**src/sfpr_pkg.sv**
```systemverilog
// Purpose: Constants for the sector FIFO pointer block
// Assumes: 14-bit pointers, 8-bit register read port
// Notes:   Offsets are XDATA addresses of the read-only pointer bytes
package sfpr_pkg;
	// ****************************************
	// Widths and addresses
	// ****************************************
	localparam int PTR_W = 14;
	localparam logic [15:0] ADDR_CWP_LOW  = 16'hf0ed;
	localparam logic [15:0] ADDR_CWP_HIGH = 16'hf0ee;
	localparam logic [15:0] ADDR_CRP_LOW  = 16'hf0ef;
	localparam logic [15:0] ADDR_CRP_HIGH = 16'hf0f0;
	localparam logic [15:0] ADDR_BRP_LOW  = 16'hf0f1;
	localparam logic [15:0] ADDR_BRP_HIGH = 16'hf0f2;
	// ****************************************
	// Reset values
	// ****************************************
	localparam logic [13:0] PTR_RST  = 14'h0000;
	localparam logic [7:0]  DATA_RST = 8'h00;
	// Flags out of reset: nothing confirmed, so nothing to read
	localparam logic        ALLOWED_RST = 1'h0;
	localparam logic        EMPTY_RST   = 1'h1;
endpackage : sfpr_pkg

```
**src/sfpr_sector_fifo_pointer_regs.sv**
```systemverilog
// Purpose: Write/read pointer management of the sector FIFO with backups
// Assumes: One clock, synchronous active-high reset, event pulses one cycle
// Notes:   Register bytes are read-only; reserved bits read as zero
`timescale 1ns/100ps

module sfpr_sector_fifo_pointer_regs (
	// Clock and reset
	input  wire logic        clk,
	input  wire logic        sys_rst,
	// USB side write events
	input  wire logic        usb_write_strobe,
	input  wire logic        usb_write_confirm,
	input  wire logic        usb_write_crc_error,
	// Read events
	input  wire logic        usb_read_strobe,
	input  wire logic        usb_packet_acked,
	input  wire logic        usb_ack_timeout,
	input  wire logic        ata_read_strobe,
	// Register read port
	input  wire logic [15:0] reg_addr,
	// Status and data
	output logic [7:0]       reg_rdata,
	output logic [13:0]      current_write_position,
	output logic [13:0]      current_read_position,
	output logic             read_allowed,
	output logic             fifo_empty
);
	// ****************************************
	// Pointer state
	// ****************************************
	logic [13:0] cwp_ff;
	logic [13:0] confirmed_write_position_ff;
	logic [13:0] crp_ff;
	logic [13:0] backup_read_position_ff;
	logic [7:0]  rdata_ff;
	logic [13:0] nxt_cwp;
	logic [13:0] nxt_confirmed;
	logic [13:0] nxt_crp;
	logic [13:0] nxt_backup;
	logic        can_read;
	logic        usb_rd_ok;
	logic        ata_rd_ok;

	function automatic logic [13:0] ptr_inc(input logic [13:0] p);
		ptr_inc = p + 14'h0001;
	endfunction : ptr_inc

	// Reading stops at the confirmed point, not at the live write pointer
	assign can_read  = (crp_ff != confirmed_write_position_ff);
	assign usb_rd_ok = usb_read_strobe & can_read;
	// ATA read loses a same-cycle clash: it could not be rewound if it won
	assign ata_rd_ok = ata_read_strobe & can_read & ~usb_read_strobe;

	// ****************************************
	// Write side
	// ****************************************
	always_comb begin
		nxt_cwp = cwp_ff;
		if (usb_write_crc_error) begin
			nxt_cwp = confirmed_write_position_ff;
		end else if (usb_write_strobe) begin
			nxt_cwp = ptr_inc(cwp_ff);
		end
	end

	// A confirm in the same cycle as a CRC error is ignored: data is bad
	always_comb begin
		nxt_confirmed = confirmed_write_position_ff;
		if (usb_write_confirm && !usb_write_crc_error) begin
			nxt_confirmed = cwp_ff;
		end
	end

	always_ff @(posedge clk) begin
		if (sys_rst) begin
			cwp_ff                      <= sfpr_pkg::PTR_RST;
			confirmed_write_position_ff <= sfpr_pkg::PTR_RST;
		end else begin
			cwp_ff                      <= nxt_cwp;
			confirmed_write_position_ff <= nxt_confirmed;
		end
	end

	// ****************************************
	// Read side
	// ****************************************
	always_comb begin
		nxt_crp    = crp_ff;
		nxt_backup = backup_read_position_ff;
		if (usb_ack_timeout) begin
			nxt_crp = backup_read_position_ff;
		end else if (usb_rd_ok) begin
			nxt_crp = ptr_inc(crp_ff);
		end else if (ata_rd_ok) begin
			nxt_crp    = ptr_inc(crp_ff);
			nxt_backup = ptr_inc(crp_ff);
		end
		if (usb_packet_acked && !usb_ack_timeout) begin
			nxt_backup = crp_ff;
		end
	end

	always_ff @(posedge clk) begin
		if (sys_rst) begin
			crp_ff                  <= sfpr_pkg::PTR_RST;
			backup_read_position_ff <= sfpr_pkg::PTR_RST;
		end else begin
			crp_ff                  <= nxt_crp;
			backup_read_position_ff <= nxt_backup;
		end
	end

	// ****************************************
	// Register read port
	// ****************************************
	always_ff @(posedge clk) begin
		if (sys_rst) begin
			rdata_ff <= sfpr_pkg::DATA_RST;
		end else begin
			unique case (reg_addr)
				sfpr_pkg::ADDR_CWP_LOW:
					rdata_ff <= confirmed_write_position_ff[7:0];
				sfpr_pkg::ADDR_CWP_HIGH:
					rdata_ff <= {2'h0, confirmed_write_position_ff[13:8]};
				sfpr_pkg::ADDR_CRP_LOW:
					rdata_ff <= crp_ff[7:0];
				sfpr_pkg::ADDR_CRP_HIGH:
					rdata_ff <= {2'h0, crp_ff[13:8]};
				sfpr_pkg::ADDR_BRP_LOW:
					rdata_ff <= backup_read_position_ff[7:0];
				sfpr_pkg::ADDR_BRP_HIGH:
					rdata_ff <= {2'h0, backup_read_position_ff[13:8]};
				default:
					rdata_ff <= sfpr_pkg::DATA_RST;
			endcase
		end
	end

	logic [13:0] cwp_out_ff;
	logic [13:0] crp_out_ff;
	logic        allowed_ff;
	logic        empty_ff;
	always_ff @(posedge clk) begin
		if (sys_rst) begin
			cwp_out_ff <= sfpr_pkg::PTR_RST;
			crp_out_ff <= sfpr_pkg::PTR_RST;
			allowed_ff <= sfpr_pkg::ALLOWED_RST;
			empty_ff   <= sfpr_pkg::EMPTY_RST;
		end else begin
			cwp_out_ff <= nxt_cwp;
			crp_out_ff <= nxt_crp;
			allowed_ff <= (nxt_crp != nxt_confirmed);
			empty_ff   <= (nxt_crp == nxt_cwp);
		end
	end

	assign reg_rdata              = rdata_ff;
	assign current_write_position = cwp_out_ff;
	assign current_read_position  = crp_out_ff;
	assign read_allowed           = allowed_ff;
	assign fifo_empty             = empty_ff;

	// ****************************************
	// Checks
	// ****************************************
	confirm_copy_a: assert property (@(posedge clk)
		disable iff (sys_rst) usb_write_confirm && !usb_write_crc_error
		|=> confirmed_write_position_ff == $past(cwp_ff))
		else $error("confirm did not copy write position");
	crc_rewind_a: assert property (@(posedge clk)
		disable iff (sys_rst) usb_write_crc_error
		|=> cwp_ff == $past(confirmed_write_position_ff))
		else $error("crc error did not rewind write position");
	crc_wins_a: assert property (@(posedge clk)
		disable iff (sys_rst) usb_write_crc_error
		|=> confirmed_write_position_ff == $past(confirmed_write_position_ff))
		else $error("confirm taken despite crc error");
	no_overread_a: assert property (@(posedge clk)
		disable iff (sys_rst)
		!usb_ack_timeout && crp_ff == confirmed_write_position_ff
		|=> crp_ff == $past(crp_ff))
		else $error("read passed confirmed position");
	allowed_flag_a: assert property (@(posedge clk)
		disable iff (sys_rst) read_allowed == (crp_ff != confirmed_write_position_ff))
		else $error("read allowed flag wrong");
	empty_flag_a: assert property (@(posedge clk)
		disable iff (sys_rst) fifo_empty == (crp_ff == cwp_ff))
		else $error("empty flag wrong");
	ack_backup_a: assert property (@(posedge clk)
		disable iff (sys_rst) usb_packet_acked && !usb_ack_timeout
		|=> backup_read_position_ff == $past(crp_ff))
		else $error("ack did not save read position");
	timeout_rewind_a: assert property (@(posedge clk)
		disable iff (sys_rst) usb_ack_timeout
		|=> crp_ff == $past(backup_read_position_ff))
		else $error("timeout did not rewind read position");
	timeout_wins_a: assert property (@(posedge clk)
		disable iff (sys_rst) usb_ack_timeout
		|=> backup_read_position_ff == $past(backup_read_position_ff))
		else $error("backup moved during timeout");
	ata_track_a: assert property (@(posedge clk)
		disable iff (sys_rst) ata_rd_ok && !usb_ack_timeout && !usb_packet_acked
		|=> crp_ff == $past(crp_ff) + 14'h0001 && backup_read_position_ff == crp_ff)
		else $error("backup did not track ata read");
	read_clash_a: assert property (@(posedge clk)
		disable iff (sys_rst)
		usb_rd_ok && ata_read_strobe && !usb_ack_timeout && !usb_packet_acked
		|=> backup_read_position_ff == $past(backup_read_position_ff))
		else $error("ata read taken in a clash");
	high_byte_a: assert property (@(posedge clk)
		disable iff (sys_rst) reg_addr == sfpr_pkg::ADDR_CWP_HIGH
		|=> reg_rdata == {2'h0, $past(confirmed_write_position_ff[13:8])})
		else $error("confirmed high byte wrong");
	read_low_a: assert property (@(posedge clk)
		disable iff (sys_rst) reg_addr == sfpr_pkg::ADDR_CRP_LOW
		|=> reg_rdata == $past(crp_ff[7:0]))
		else $error("read low byte wrong");
	read_high_a: assert property (@(posedge clk)
		disable iff (sys_rst) reg_addr == sfpr_pkg::ADDR_CRP_HIGH
		|=> reg_rdata[7:6] == 2'h0 && reg_rdata[5:0] == $past(crp_ff[13:8]))
		else $error("read high byte wrong");
endmodule : sfpr_sector_fifo_pointer_regs

```
**config.mk**
```make
export PLATFORM = sky130hd
export DESIGN_NAME = sfpr_sector_fifo_pointer_regs
export DESIGN_NICKNAME = d
export VERILOG_FILES = /design/src/sfpr_pkg.sv /design/src/sfpr_sector_fifo_pointer_regs.sv
export SDC_FILE = /design/constraint.sdc
export NUM_CORES = 1
export LEC_CHECK = 0
export ABC_AREA = 1
export ABC_CLOCK_PERIOD_IN_PS = 3700
export BUFFER_PORTS_ARGS = -buffer_cell sky130_fd_sc_hd__buf_2
export CELL_PAD_IN_SITES_DETAIL_PLACEMENT = 1
export CELL_PAD_IN_SITES_GLOBAL_PLACEMENT = 2
export CORE_ASPECT_RATIO = 1.2
export CORE_MARGIN = 1.5
export CORE_UTILIZATION = 30
export DETAILED_ROUTE_END_ITERATION = 16
export PLACE_DENSITY = 0.8
export SKIP_CTS_REPAIR_TIMING = 1
export SYNTH_ARGS = -nofsm -noshare
export SYNTH_HDL_FRONTEND = slang
export SYNTH_SLANG_ARGS = --single-unit
```
**constraint.sdc**
```tcl
create_clock -name clk -period 3.7 [get_ports clk]
set_input_delay 0.185 -clock clk [delete_from_list [all_inputs] [get_ports clk]]
set_output_delay 0.185 -clock clk [all_outputs]
set_load 0.005 [all_outputs]
```
* Word level (Yosys, flattened, before mapping)
Cells that the tools add are included.
Word-level totals: bits of input ports 25, bits in registers 66, word-level logic and storage cells 41, output and inout port bits 38
Cells by class: bitwise gates (word level) 4, reduce and logical (&&, ||, !) cells 6, add/subtract/negate cells 2, multiplexer cells 11, equality and inequality tests 11
Operator list (count):
- 14-bit two-way mux | 10
- 16-bit equality test, second input constant | 6
- 8-bit case mux with 6 select lines | 1
- 14-bit by 1-bit adder with 14-bit output, second input constant | 2
- 14-bit != test | 2
- 14-bit equality test | 1
- 2-bit by 1-bit != test with 1-bit output, second input constant | 2
- 1-bit AND | 3
- 3-bit AND reduction | 1
- 1-bit logical AND | 2
- 1-bit zero test | 2
- 2-bit nonzero test | 1
- 1-bit NOT | 1

* Logic depth before layout (Yosys ltp)
Gate-level depths: netlist of the first run.
word-level depth 7, gate-level depth with buffers 20, depth with buffers taken out 18

* Worst setup path after synthesis of the first run
OpenSTA, ideal clock, no wires.
kind register -> register, from register, netlist name current_read_position[1], to register allowed_ff (netlist: read_allowed), setup slack 1.720 ns, required time 3.568 ns, stages on the path, launching flop included 17, arrival time 1.847 ns, path buffers 0, period minus slack after synthesis 1.980 ns, setup time 0.132 ns, cells stage by stage dfxtp_1 > ha_1 > nand2_1 > nor2_1 > nand2_1 > nor2_1 > nand3_1 > nand2_1 > nand3_1 > nand3_1 > nand2_1 > nand2_1 > nand2_1 > nor2_1 > nand2_1 > nor2_1 > a21oi_1
RTL lines:
- end signal: assignment | line sfpr_sector_fifo_pointer_regs.sv:147 | allowed_ff <= sfpr_pkg::ALLOWED_RST;
- end signal: assignment | line sfpr_sector_fifo_pointer_regs.sv:152 | allowed_ff <= (nxt_crp != nxt_confirmed);
- end: declaration | line sfpr_sector_fifo_pointer_regs.sv:141 | logic allowed_ff;

==> metrics.md, run 1 <==
| Metric | Value |
|---|---|
| Worst Tran Pin Value | `0.8785 ns` |
| Min cycle time layout | `2.691 ns` |
| 1st-iter DRT viols | `182` |
| Post-Place Worst Slack | `0.8698 ns` |
| Share of the synthesized area in the top cell type | `29.85%` |
| Chip width | `113.9 µm` |
| Routability cong. | `0.9585` |
| Max-slew headroom | `41.29%` |
| Design area | `5134 µm²` |
| IO buf count | `62` |
| CTS max path bufs | `2` |
| Post-Layout Cell Count | `971` |
| Area leader, netlist | `dfxtp_1` |
| CP endpoint | `fifo_empty$_SDFF_PP1_` |
| Initial antenna violation count | `0` |
| DP Area | `4815 µm²` |
| CP endpoint kind | `flip-flop` |
| CTS tree | `yes` |
| Max IR drop VDD | `0.1893 mV` |
| Final period utilization | `72.72%` |
| H-tree depth | `3` |
| Cell Pwr Density | `399.7 nW/µm²` |
| Status | `completed` |
| Worst setup margin | `1.009 ns` |
| Total track usage | `22.78%` |
| Rows | `48` |
| RSZ-0062 raised after global routing | `false` |
| Final hold vios | `0` |
| Average wire per standard cell | `17.41 µm` |
| Vias in the first global route | `4929` |
| Num Clock Sinks | `66` |
| Final Net Count | `818` |
| First-pass GRT wire length | `26850 µm` |
| Critical R2R Launch | `current_read_position[0]$_SDFF_PP0_` |
| Distinct cells, synth | `33` |
| Fin util | `35.62%` |
| Drc violations | `0` |
| Lkg Pwr | `2.359 nW` |
| Die Height | `136.1 µm` |
| WHS | `0.3116 ns` |
| Mapped cell area | `4427 µm²` |
| Final setup fails | `0` |
| Layout cell share with drive strength beyond 1 | `15.08%` |
| Hold Crit Class | `primary input to flip-flop` |
| Worst Setup SP | `current_read_position[0]$_SDFF_PP0_` |
| Core area | `14410 µm²` |
| Worst path required time | `3.98 ns` |
| Die Area | `15500 µm²` |
| Clock transition at path regs | `0.06 ns` |
| Clock skew | `0.005706 ns` |
| Count of yosys warnings during synthesis | `0` |
| Crit start category | `flip-flop` |
| Top achievable clock speed | `371.7 MHz` |
| Syn nets | `769` |
| Arr. time, crit path | `2.97 ns` |
| Cells after Synth | `742` |
| Routed WL | `16910 µm` |
| Worst r2r dst | `fifo_empty$_SDFF_PP1_` |
| Total gr overflow | `0` |
| Worst r2r path cells | `17` |
| Syn avg cell area | `5.966 µm²` |
| Synth Register Bits | `66` |
| Slew Viols, Final | `0` |
| Worst setup path class | `flip-flop to flip-flop` |
| Largest net degree at the start of global routing | `39` |
| Diodes inserted | `0` |
| Post-Place Cells | `955` |
| Crit Path Max Fanout | `10` |
| Via count | `4857` |
| Clk_lat worst skew | `0.34 ns` |
| Ports | `63` |
| Total power | `2.052 mW` |
| Layout area overhead | `15.97%` |
| Reg2Reg Setup Slack | `1.01 ns` |
| Starting Density | `30.71%` |
| Post-DP HPWL | `13580 µm` |
| Drt first pass iters | `4` |
| CTS Root Cell | `clkbuf_16` |
| Post-route ant nets | `0` |
| Vias per cell | `5.002` |
| Max Cap Violations | `0` |
| Post-synthesis sequential area ratio | `29.85%` |
| Total CTS buffers | `9` |
| Post-route setup TNS | `0 ns` |
| Top post-synthesis cells by area | `dfxtp_1, nand2_1, inv_1` |
==> registers in the layout, indices dropped and copies added (netlist names) <==
signal                       cells
current_read_position           14
confirmed_write_position_ff     14
backup_read_position_ff         14
current_write_position          14
reg_rdata                        8
fifo_empty                       1
read_allowed                     1
==> cells in the final DEF, fill, tap and decap left out, drive strengths merged <==
cell type  count
nand3b         6
or2            2
o22ai         19
xnor2          3
nand3         68
nor4           3
nor2          91
nand4         11
o21ai         40
a22oi          1
inv          105
bufinv         2
xor2           9
nor3           9
dfxtp         66
a21oi         11
clkinv         4
o221ai         1
nand2        257
clkbuf        10
a31oi          8
buf           64
ha             2
and2           4
==> worst min-delay path by stage <==
stage,from,end,depth (start not counted)
2_1_floorplan,usb_write_crc_error,current_write_position[2]$_SDFF_PP0_,3
3_3_place_gp,backup_read_position_ff[3]$_SDFFE_PP0P_,backup_read_position_ff[3]$_SDFFE_PP0P_,2
3_5_place_dp,backup_read_position_ff[3]$_SDFFE_PP0P_,backup_read_position_ff[3]$_SDFFE_PP0P_,2
4_1_cts,reg_addr[0],reg_rdata[6]$_SDFF_PP0_,6
5_1_grt,reg_addr[0],reg_rdata[6]$_SDFF_PP0_,6
6_report,reg_addr[0],reg_rdata[6]$_SDFF_PP0_,6
==> Yosys cell counts, drive strengths merged <==
master,n
a21oi,11
or2,2
and2,4
o22ai,19
o21ai,40
a22oi,1
dfxtp,66
xnor2,3
ha,2
nor3,9
xor2,9
nand4,11
nand2,257
o221ai,1
inv,105
a31oi,8
nand3,68
nor4,3
buf,11
nor2,91
nand3b,6
clkbuf,15
==> layout make-up <==
cell class,instances,area [µm²]
fill,1967,9280
tap,175,219.0
clock buffer,10,239.0
inverter,105,396.6
multi-input combinational,545,2552
timing repair buffer,64,325.3
sequential,66,1321
clock inverter,6,80.08
==> worst max-delay path: stages (launching register included) <==
cell,delay (ns)
dfxtp_1,0.55
ha_1,0.30
nand2_1,0.07
nor2_1,0.26
nand2_1,0.16
nor2_1,0.12
nand3_1,0.07
nand2_1,0.11
nand3_1,0.08
nand3_1,0.18
nand2_1,0.12
nand2_1,0.08
nand2_1,0.08
nor2_1,0.11
nand2_1,0.05
nor2_1,0.15
nand2_1,0.08
nand2_1,0.05
==> metal layers <==
layer | wire [µm] | track usage, %
met5 | 0 | 0
met4 | 610 | 9.792
met3 | 666 | 3.388
met2 | 7927 | 38.22
met1 | 7701 | 29.04
==> kinds of logic (layout without fill, tap and decap cells) <==
group	Yosys count	in the layout	share of synthesized area, %
fa+ha+maj	2	2	0.5652
xor+xnor	12	12	2.374
buf+inv	131	185	12.49
simple gates	451	451	44.69
flops	66	66	29.85
compound gates	80	80	10.03
==> power by group <==
part | leakage (nW) | switching, mW | internal [mW] | total (mW)
Clock | 0.162 | 0.336 | 0.603 | 0.940
Sequential | 0.539 | 0.0404 | 0.738 | 0.778
Combinational | 1.66 | 0.225 | 0.109 | 0.334
Total | 2.36 | 0.602 | 1.45 | 2.05
No activity file was read; power rests on OpenSTA's default activity.
==> inputs of run 2 (changes only) <==
--- a/config.mk
+++ b/config.mk
@@ -6,15 +6,15 @@
 export NUM_CORES = 1
 export LEC_CHECK = 0
 export ABC_AREA = 1
-export ABC_CLOCK_PERIOD_IN_PS = 3700
+export ABC_CLOCK_PERIOD_IN_PS = 2400
 export BUFFER_PORTS_ARGS = -buffer_cell sky130_fd_sc_hd__buf_2
 export CELL_PAD_IN_SITES_DETAIL_PLACEMENT = 1
 export CELL_PAD_IN_SITES_GLOBAL_PLACEMENT = 2
 export CORE_ASPECT_RATIO = 1.2
 export CORE_MARGIN = 1.5
-export CORE_UTILIZATION = 30
+export CORE_UTILIZATION = 27
 export DETAILED_ROUTE_END_ITERATION = 16
-export PLACE_DENSITY = 0.8
+export PLACE_DENSITY = 0.76
 export SKIP_CTS_REPAIR_TIMING = 1
 export SYNTH_ARGS = -nofsm -noshare
 export SYNTH_HDL_FRONTEND = slang
==> constraint.sdc (replaced) <==
create_clock -name clk -period 2.4 [get_ports clk]
set_input_delay 0.12 -clock clk [delete_from_list [all_inputs] [get_ports clk]]
set_output_delay 0.12 -clock clk [all_outputs]
set_load 0.005 [all_outputs]
==> run 2 against run 1 <==
Clock power up 56%. Cell count increased by 7.9%. Via count increased by 3.9%. Worst hold slack lost 0.11 ns. Fmax increased by 18%. Flip-flop and latch count stayed put. Die area increased by 11%. Clock-buffer cell count increased by 1. Core utilization decreased by 1.1 points. Worst setup slack lost 0.88 ns. Critical path type unchanged. Critical endpoint unchanged.
==> metrics.md, run 2 (synthesized netlist as in run 1, its figures left out) <==
| Metric | Value |
|---|---|
| Status | `completed` |
| Min cycle time layout | `2.271 ns (-0.4194 ns)` |
| Die Area | `17180 µm² (+11%)` |
| Clk_lat worst skew | `0.35 ns (about the same)` |
| Commonest non-fill, non-tap cells in the layout | `nand2_1, inv_1, nor2_1` |
| Post-route setup TNS | `0 ns (unchanged)` |
| Max IR drop VDD | `0.3162 mV (+67%)` |
| Worst r2r dst | `fifo_empty$_SDFF_PP1_` |
| Worst Setup SP | `current_write_position[0]$_SDFF_PP0_` |
| Final period utilization | `94.63% (+22 points)` |
| Ports | `63 (unchanged)` |
| Int Pwr | `2.298 mW (+59%)` |
| Worst path max stage delay | `0.36 ns (-0.19 ns)` |
| Worst setup path class | `flip-flop to flip-flop` |
| DR WL met2 | `8269 µm (+4.3%)` |
| Layout cell share with drive strength beyond 1 | `22.25% (+7.2 points)` |
| Hold Crit Class | `primary input to flip-flop` |
| Final hold vios | `0 (unchanged)` |
| Flop pwr share | `36.2% (-1.7 points)` |
| Post-DP HPWL | `14250 µm (+5.0%)` |
| Worst path most repeated cell | `nand2_1` |
| Switching share of power | `29.73% (+0.38 points)` |
| Via count | `5046 (+3.9%)` |
| IO buf count | `62 (unchanged)` |
| Arr. time, crit path | `2.56 ns (-0.41 ns)` |
| Critical R2R Launch | `current_write_position[0]$_SDFF_PP0_` |
| CTS tree | `yes` |
| Routed WL | `17680 µm (+4.6%)` |
| Design area | `5580 µm² (+8.7%)` |
| Vias in the first global route | `4992 (+1.3%)` |
| Drc violations | `0 (unchanged)` |
| CTS max path bufs | `2 (unchanged)` |
| H-tree depth | `3 (unchanged)` |
| Final setup fails | `0 (unchanged)` |
| CTS Root Cell | `clkbuf_16` |
| Worst r2r path cells | `14 (-3)` |
| Routability cong. | `0.9213 (-3.9%)` |
| Slew Viols, Final | `0 (unchanged)` |
| DP Area | `5129 µm² (+6.5%)` |
| Worst path required time | `2.69 ns (-1.29 ns)` |
| Total gr overflow | `0 (unchanged)` |
| Largest net degree at the start of global routing | `48 (+23%)` |
| Number of fill cells | `2113 (+7.4%)` |
| Clock transition at path regs | `0.06 ns (about the same)` |
| Clock skew | `0.008054 ns (+0.002348 ns)` |
| Initial antenna violation count | `0 (unchanged)` |
| Final Net Count | `858 (+4.9%)` |
| CP endpoint kind | `flip-flop` |
| Num Clock Sinks | `66 (unchanged)` |
| Critical Path, Cell by Cell | `ha_1 > nand2_1 > nor2_2 > nand4_1 > nor2_4 > nand3_1 > nand3_1 > o21ai_0 > nand3b_1 > a21oi_1 > nand2_1 > nor2_1 > nand2_1 > nand2_1` |
| Lkg Pwr | `2.573 nW (+9.1%)` |
| WHS | `0.2005 ns (-0.1111 ns)` |
| Total CTS buffers | `9 (unchanged)` |
| Total track usage | `21.07% (-1.7 points)` |
| First-pass GRT wire length | `27570 µm (+2.7%)` |
| Max Cap Violations | `0 (unchanged)` |
| Average wire per standard cell | `16.87 µm (-3.1%)` |
| CP endpoint | `fifo_empty$_SDFF_PP1_` |
| Drt first pass iters | `4 (unchanged)` |
| DR WL met3 | `642 µm (-3.6%)` |
| Rows | `51 (+6.3%)` |
| Crit Path Max Fanout | `5 (-5)` |
| Post-route ant nets | `0 (unchanged)` |
| Commonest non-fill, non-tap cell in the layout | `nand2_1` |
| Core area | `16140 µm² (+12%)` |
| Max-slew headroom | `31.67% (-9.6 points)` |
| Top achievable clock speed | `440.3 MHz (+18%)` |
| Met1 Routed Length | `7727 µm (+0.34%)` |
| Gate power share | `18.8% (+2.5 points)` |
| Top layer in use | `met4` |
| Diodes inserted | `0 (unchanged)` |
| Power share of the clock group | `45.0% (-0.8 points)` |
| Chip width | `119.9 µm (+5.3%)` |
| Vias per cell | `4.815 (-3.7%)` |
| Worst setup margin | `0.1289 ns (-0.8806 ns)` |
| Worst path slowest cell | `dfxtp_4` |
| Worst Tran Pin Value | `1.021 ns (+0.1427 ns)` |
| Post-Place Worst Slack | `0.04188 ns (-0.8280 ns)` |
| Cell Pwr Density | `586.0 nW/µm² (+47%)` |
| Layout area overhead | `26.06%` |
| Starting Density | `27.42% (-3.3 points)` |
| Crit start category | `flip-flop` |
| Reg2Reg Setup Slack | `0.13 ns (-0.88 ns)` |
| Switching power total | `0.9721 mW (+61%)` |
| 1st-iter DRT viols | `210 (+15%)` |
| Die Height | `143.3 µm (+5.3%)` |
-- run 2: cell types whose count changed in the layout (fill, tap and decap cells not counted), sizes merged --
cell      before  now
clkbuf        10   11
clkinv         4    2
clkinvlp       0    1
buf           64  104
-- run 2: worst min-delay path by stage --
stage	slack, ns	depth (start not counted)	endpoint	startpoint
finish	0.20	2	reg_rdata[4]$_SDFF_PP0_	sys_rst
global placement	0.45	2	backup_read_position_ff[12]$_SDFFE_PP0P_	backup_read_position_ff[12]$_SDFFE_PP0P_
CTS	0.20	2	reg_rdata[0]$_SDFF_PP0_	sys_rst
floorplan	0.38	3	current_write_position[2]$_SDFF_PP0_	usb_write_crc_error
detailed placement	0.47	2	backup_read_position_ff[3]$_SDFFE_PP0P_	backup_read_position_ff[3]$_SDFFE_PP0P_
global route	0.23	2	reg_rdata[1]$_SDFF_PP0_	sys_rst
-- run 2: per-layer routing --
metal,up-vias,GRT usage [%]
met5,-,0
met4,0,14.16
met3,40,2.316
met2,119,34.88
met1,2365,25.79
li1,2522,-
-- run 2: worst max-delay path: cells and delay by family (launching register included) --
family / cells / cell delay, ns
simple gates: 11 / 1.35
flops: 1 / 0.36
compound gates: 2 / 0.34
fa+ha+maj: 1 / 0.14
-- run 2: area by class of cell --
cell class / instances / area, µm² / share of cell area, %
Clock buffer: 11 / 242.7 / 4.350
Clock inverter: 5 / 77.57 / 1.390
Inverter: 105 / 396.6 / 7.108
Multi-Input combinational cell: 545 / 2611 / 46.79
Sequential cell: 66 / 1349 / 24.17
Tap cell: 212 / 265.3 / 4.753
Timing Repair Buffer: 104 / 638.1 / 11.43
-- run 2: per-stage QoR --
stage / utilization [%] / total power [mW] / instances
5_1_grt: 34.57 / 3.425 / 1048
3_3_place_gp: 31.77 / 1.781 / 1026
4_1_cts: 33.75 / 3.271 / 1042
3_5_place_dp: 31.77 / 1.794 / 1026
6_report: 34.57 / 3.270 / 1048
2_1_floorplan: - / 1.570 / 742
-- run 2: power by group through the flow --
stage                     logic [mW]  clock network [mW]  registers (mW)
after global placement         0.577                   0            1.20
after CTS                      0.592                1.50            1.18
after global routing           0.680                1.55            1.19
after detailed placement       0.588                   0            1.21
after floorplan                0.376                   0            1.19
final                          0.614                1.47            1.19
==> inputs of run 3 (changes only) <==
--- a/config.mk
+++ b/config.mk
@@ -6,7 +6,7 @@
 export NUM_CORES = 1
 export LEC_CHECK = 0
 export ABC_AREA = 1
-export ABC_CLOCK_PERIOD_IN_PS = 2400
+export ABC_CLOCK_PERIOD_IN_PS = 1900
 export BUFFER_PORTS_ARGS = -buffer_cell sky130_fd_sc_hd__buf_2
 export CELL_PAD_IN_SITES_DETAIL_PLACEMENT = 1
 export CELL_PAD_IN_SITES_GLOBAL_PLACEMENT = 2
==> constraint.sdc (replaced) <==
create_clock -name clk -period 1.9 [get_ports clk]
set_input_delay 0.095 -clock clk [delete_from_list [all_inputs] [get_ports clk]]
set_output_delay 0.095 -clock clk [all_outputs]
set_load 0.005 [all_outputs]
==> run 3 against run 2 <==
Worst hold slack got worse by 0.028 ns. Total power is 33% higher. Fmax grew 1.9%. Clock skew grew 0.0012 ns. Worst setup slack lost 0.46 ns. Combinational power grew 79%. The flow now finishes with violations (negative setup slack). Sequential power increased by 24%. Cell count up 12%. Clock power is 19% higher. Critical path depth grew 2. Clock-buffer cell count grew 1. Register-to-register slack lost 0.46 ns.
==> metrics.md, run 3 (synthesized netlist as in run 1, its figures left out) <==
| Metric | Value |
|---|---|
| Arr. time, crit path | `2.46 ns (-0.10 ns)` |
| Die Area | `17180 µm² (unchanged)` |
| Layout area overhead | `56.02%` |
| Total gr overflow | `0 (unchanged)` |
| Worst path required time | `2.13 ns (-0.56 ns)` |
| Top achievable clock speed | `448.6 MHz (+1.9%)` |
| Cell Pwr Density | `627.7 nW/µm² (+7.1%)` |
| Max-slew headroom | `64.58% (+33 points)` |
| Worst setup margin | `-0.3291 ns (-0.4579 ns)` |
| Area of the multi-input gates | `2967 µm² (+14%)` |
| Drt first pass iters | `5 (+1)` |
| Starting Density | `27.42% (unchanged)` |
| Initial antenna violation count | `0 (unchanged)` |
| Total power | `4.335 mW (+33%)` |
| Post-route setup TNS | `-1.836 ns (-1.836 ns)` |
| CTS max path bufs | `2 (unchanged)` |
| Final hold vios | `0 (unchanged)` |
| Clk_lat worst skew | `0.35 ns (about the same)` |
| Chip width | `119.9 µm (unchanged)` |
| Slew Viols, Final | `0 (unchanged)` |
| Worst setup path class | `flip-flop to flip-flop` |
| Failing checks | `negative setup slack` |
| Final period utilization | `117.3% (+23 points)` |
| DP Area | `6013 µm² (+17%)` |
| Commonest non-fill, non-tap cell in the layout | `nand2_1` |
| Largest net degree at the start of global routing | `35 (-27%)` |
| Commonest non-fill, non-tap cells in the layout | `nand2_1, buf_4, inv_1` |
| Min cycle time layout | `2.229 ns (-0.04207 ns)` |
| Final Net Count | `979 (+14%)` |
| Lkg Pwr | `3.289 nW (+28%)` |
| Die Height | `143.3 µm (unchanged)` |
| Hold Crit Class | `primary input to flip-flop` |
| Worst Tran Pin Value | `0.5257 ns (-0.4956 ns)` |
| First-pass GRT wire length | `30220 µm (+9.6%)` |
| 1st-iter DRT viols | `251 (+20%)` |
| H-tree depth | `3 (unchanged)` |
| Number of fill cells | `2138 (+1.2%)` |
| Via count | `5582 (+11%)` |
| Crit start category | `flip-flop` |
| Register area | `1373 µm² (+1.8%)` |
| Fin util | `42.78% (+8.2 points)` |
| Routed WL | `19800 µm (+12%)` |
| Num Clock Sinks | `66 (unchanged)` |
| Clock transition at path regs | `0.06 ns (about the same)` |
| CTS Root Cell | `clkbuf_16` |
| Core area | `16140 µm² (unchanged)` |
| RSZ-0062 raised after global routing | `true` |
| Vias in the first global route | `5737 (+15%)` |
| Routability cong. | `0.9058 (-1.7%)` |
| Layout cell share with drive strength beyond 1 | `38.66% (+16 points)` |
| Total track usage | `22.92% (+1.8 points)` |
| IO buf count | `62 (unchanged)` |
| Clock skew | `0.009232 ns (+0.001178 ns)` |
| Crit Path Max Fanout | `6 (+1)` |
| Post-route ant nets | `0 (unchanged)` |
| Vias per cell | `4.775 (-0.83%)` |
| Diodes inserted | `0 (unchanged)` |
| Ports | `63 (unchanged)` |
| Rows | `51 (unchanged)` |
| Post-Place Worst Slack | `-0.5501 ns (-0.5919 ns)` |
| Total CTS buffers | `9 (unchanged)` |
| Final setup fails | `18 (+18)` |
| Max Cap Violations | `0 (unchanged)` |
| Status | `complete, but fails checks` |
| Post-DP HPWL | `15560 µm (+9.2%)` |
| Average wire per standard cell | `16.94 µm (+0.42%)` |
| CP endpoint kind | `flip-flop` |
| Design area | `6907 µm² (+24%)` |
| CTS tree | `yes` |
| Drc violations | `0 (unchanged)` |
| Max IR drop VDD | `0.3235 mV (+2.3%)` |
[run 3: cell count changes in the layout (fill, tap and decap cells not counted), sizes merged]
cell	delta
buf	+118
clkinvlp	+1
nand2	+2
clkbuf	+1
bufinv	-1
[run 3: report_power, final]
group	total, mW	internal, mW	leakage, nW	switching [mW]
Clock	1.75	1.09	0.145	0.665
Combinational	1.10	0.471	2.59	0.629
Sequential	1.48	1.43	0.550	0.0530
[run 3: cell type report]
cell class                      count  share of cell area (%)
Clock buffer                       12                   3.714
Clock inverter                      4                  0.7246
Inverter                          105                   5.815
Multi-Input combinational cell    547                   42.95
Sequential cell                    66                   19.87
Tap cell                          212                   3.841
Timing Repair Buffer              222                   22.92
Timing Repair inverter              1                  0.1630
[run 3: layer usage]
| layer | vias to the layer above | share of wire, % | global-route usage [%] |
|---|---|---|---|
| met2 | 106 | 52 | 41.80 |
| li1 | 2771 | - | - |
| met1 | 2668 | 42 | 26.81 |
| met4 | 0 | 3.9 | 10.59 |
| met3 | 37 | 2.7 | 2.516 |
| met5 | - | 0 | 0 |
[run 3: critical path, cell delays in order (launching register included)]
cell	delay, ns
dfxtp_4	0.39
inv_2	0.05
nand2_1	0.05
nand2_1	0.09
nor2_4	0.16
nand2_4	0.08
nor2_4	0.21
nand2_8	0.14
buf_6	0.16
nand3_2	0.08
nand3_4	0.11
nand3_2	0.08
nand2_1	0.06
nor2_2	0.12
nand2_1	0.08
nor2_2	0.14
a21oi_1	0.08
[run 3: through the flow]
step / hold WS, ns / cells
after floorplan: 0.3501 / 742
after global placement: 0.4548 / 1140
after detailed placement: 0.4608 / 1140
after CTS: 0.1653 / 1156
after global routing: 0.2185 / 1169
final: 0.1721 / 1169
[run 3: final timing paths]
kind | start | endpoint | slack, ns | depth (start not counted)
max | confirmed_write_position_ff[5]$_SDFF_PP0_ | read_allowed$_SDFF_PP0_ | -0.33 | 16
min | usb_packet_acked | backup_read_position_ff[1]$_SDFFE_PP0P_ | 0.17 | 5
max reg2reg | confirmed_write_position_ff[5]$_SDFF_PP0_ | read_allowed$_SDFF_PP0_ | -0.33 | 16
min reg2reg | backup_read_position_ff[5]$_SDFFE_PP0P_ | backup_read_position_ff[5]$_SDFFE_PP0P_ | 0.47 | 2
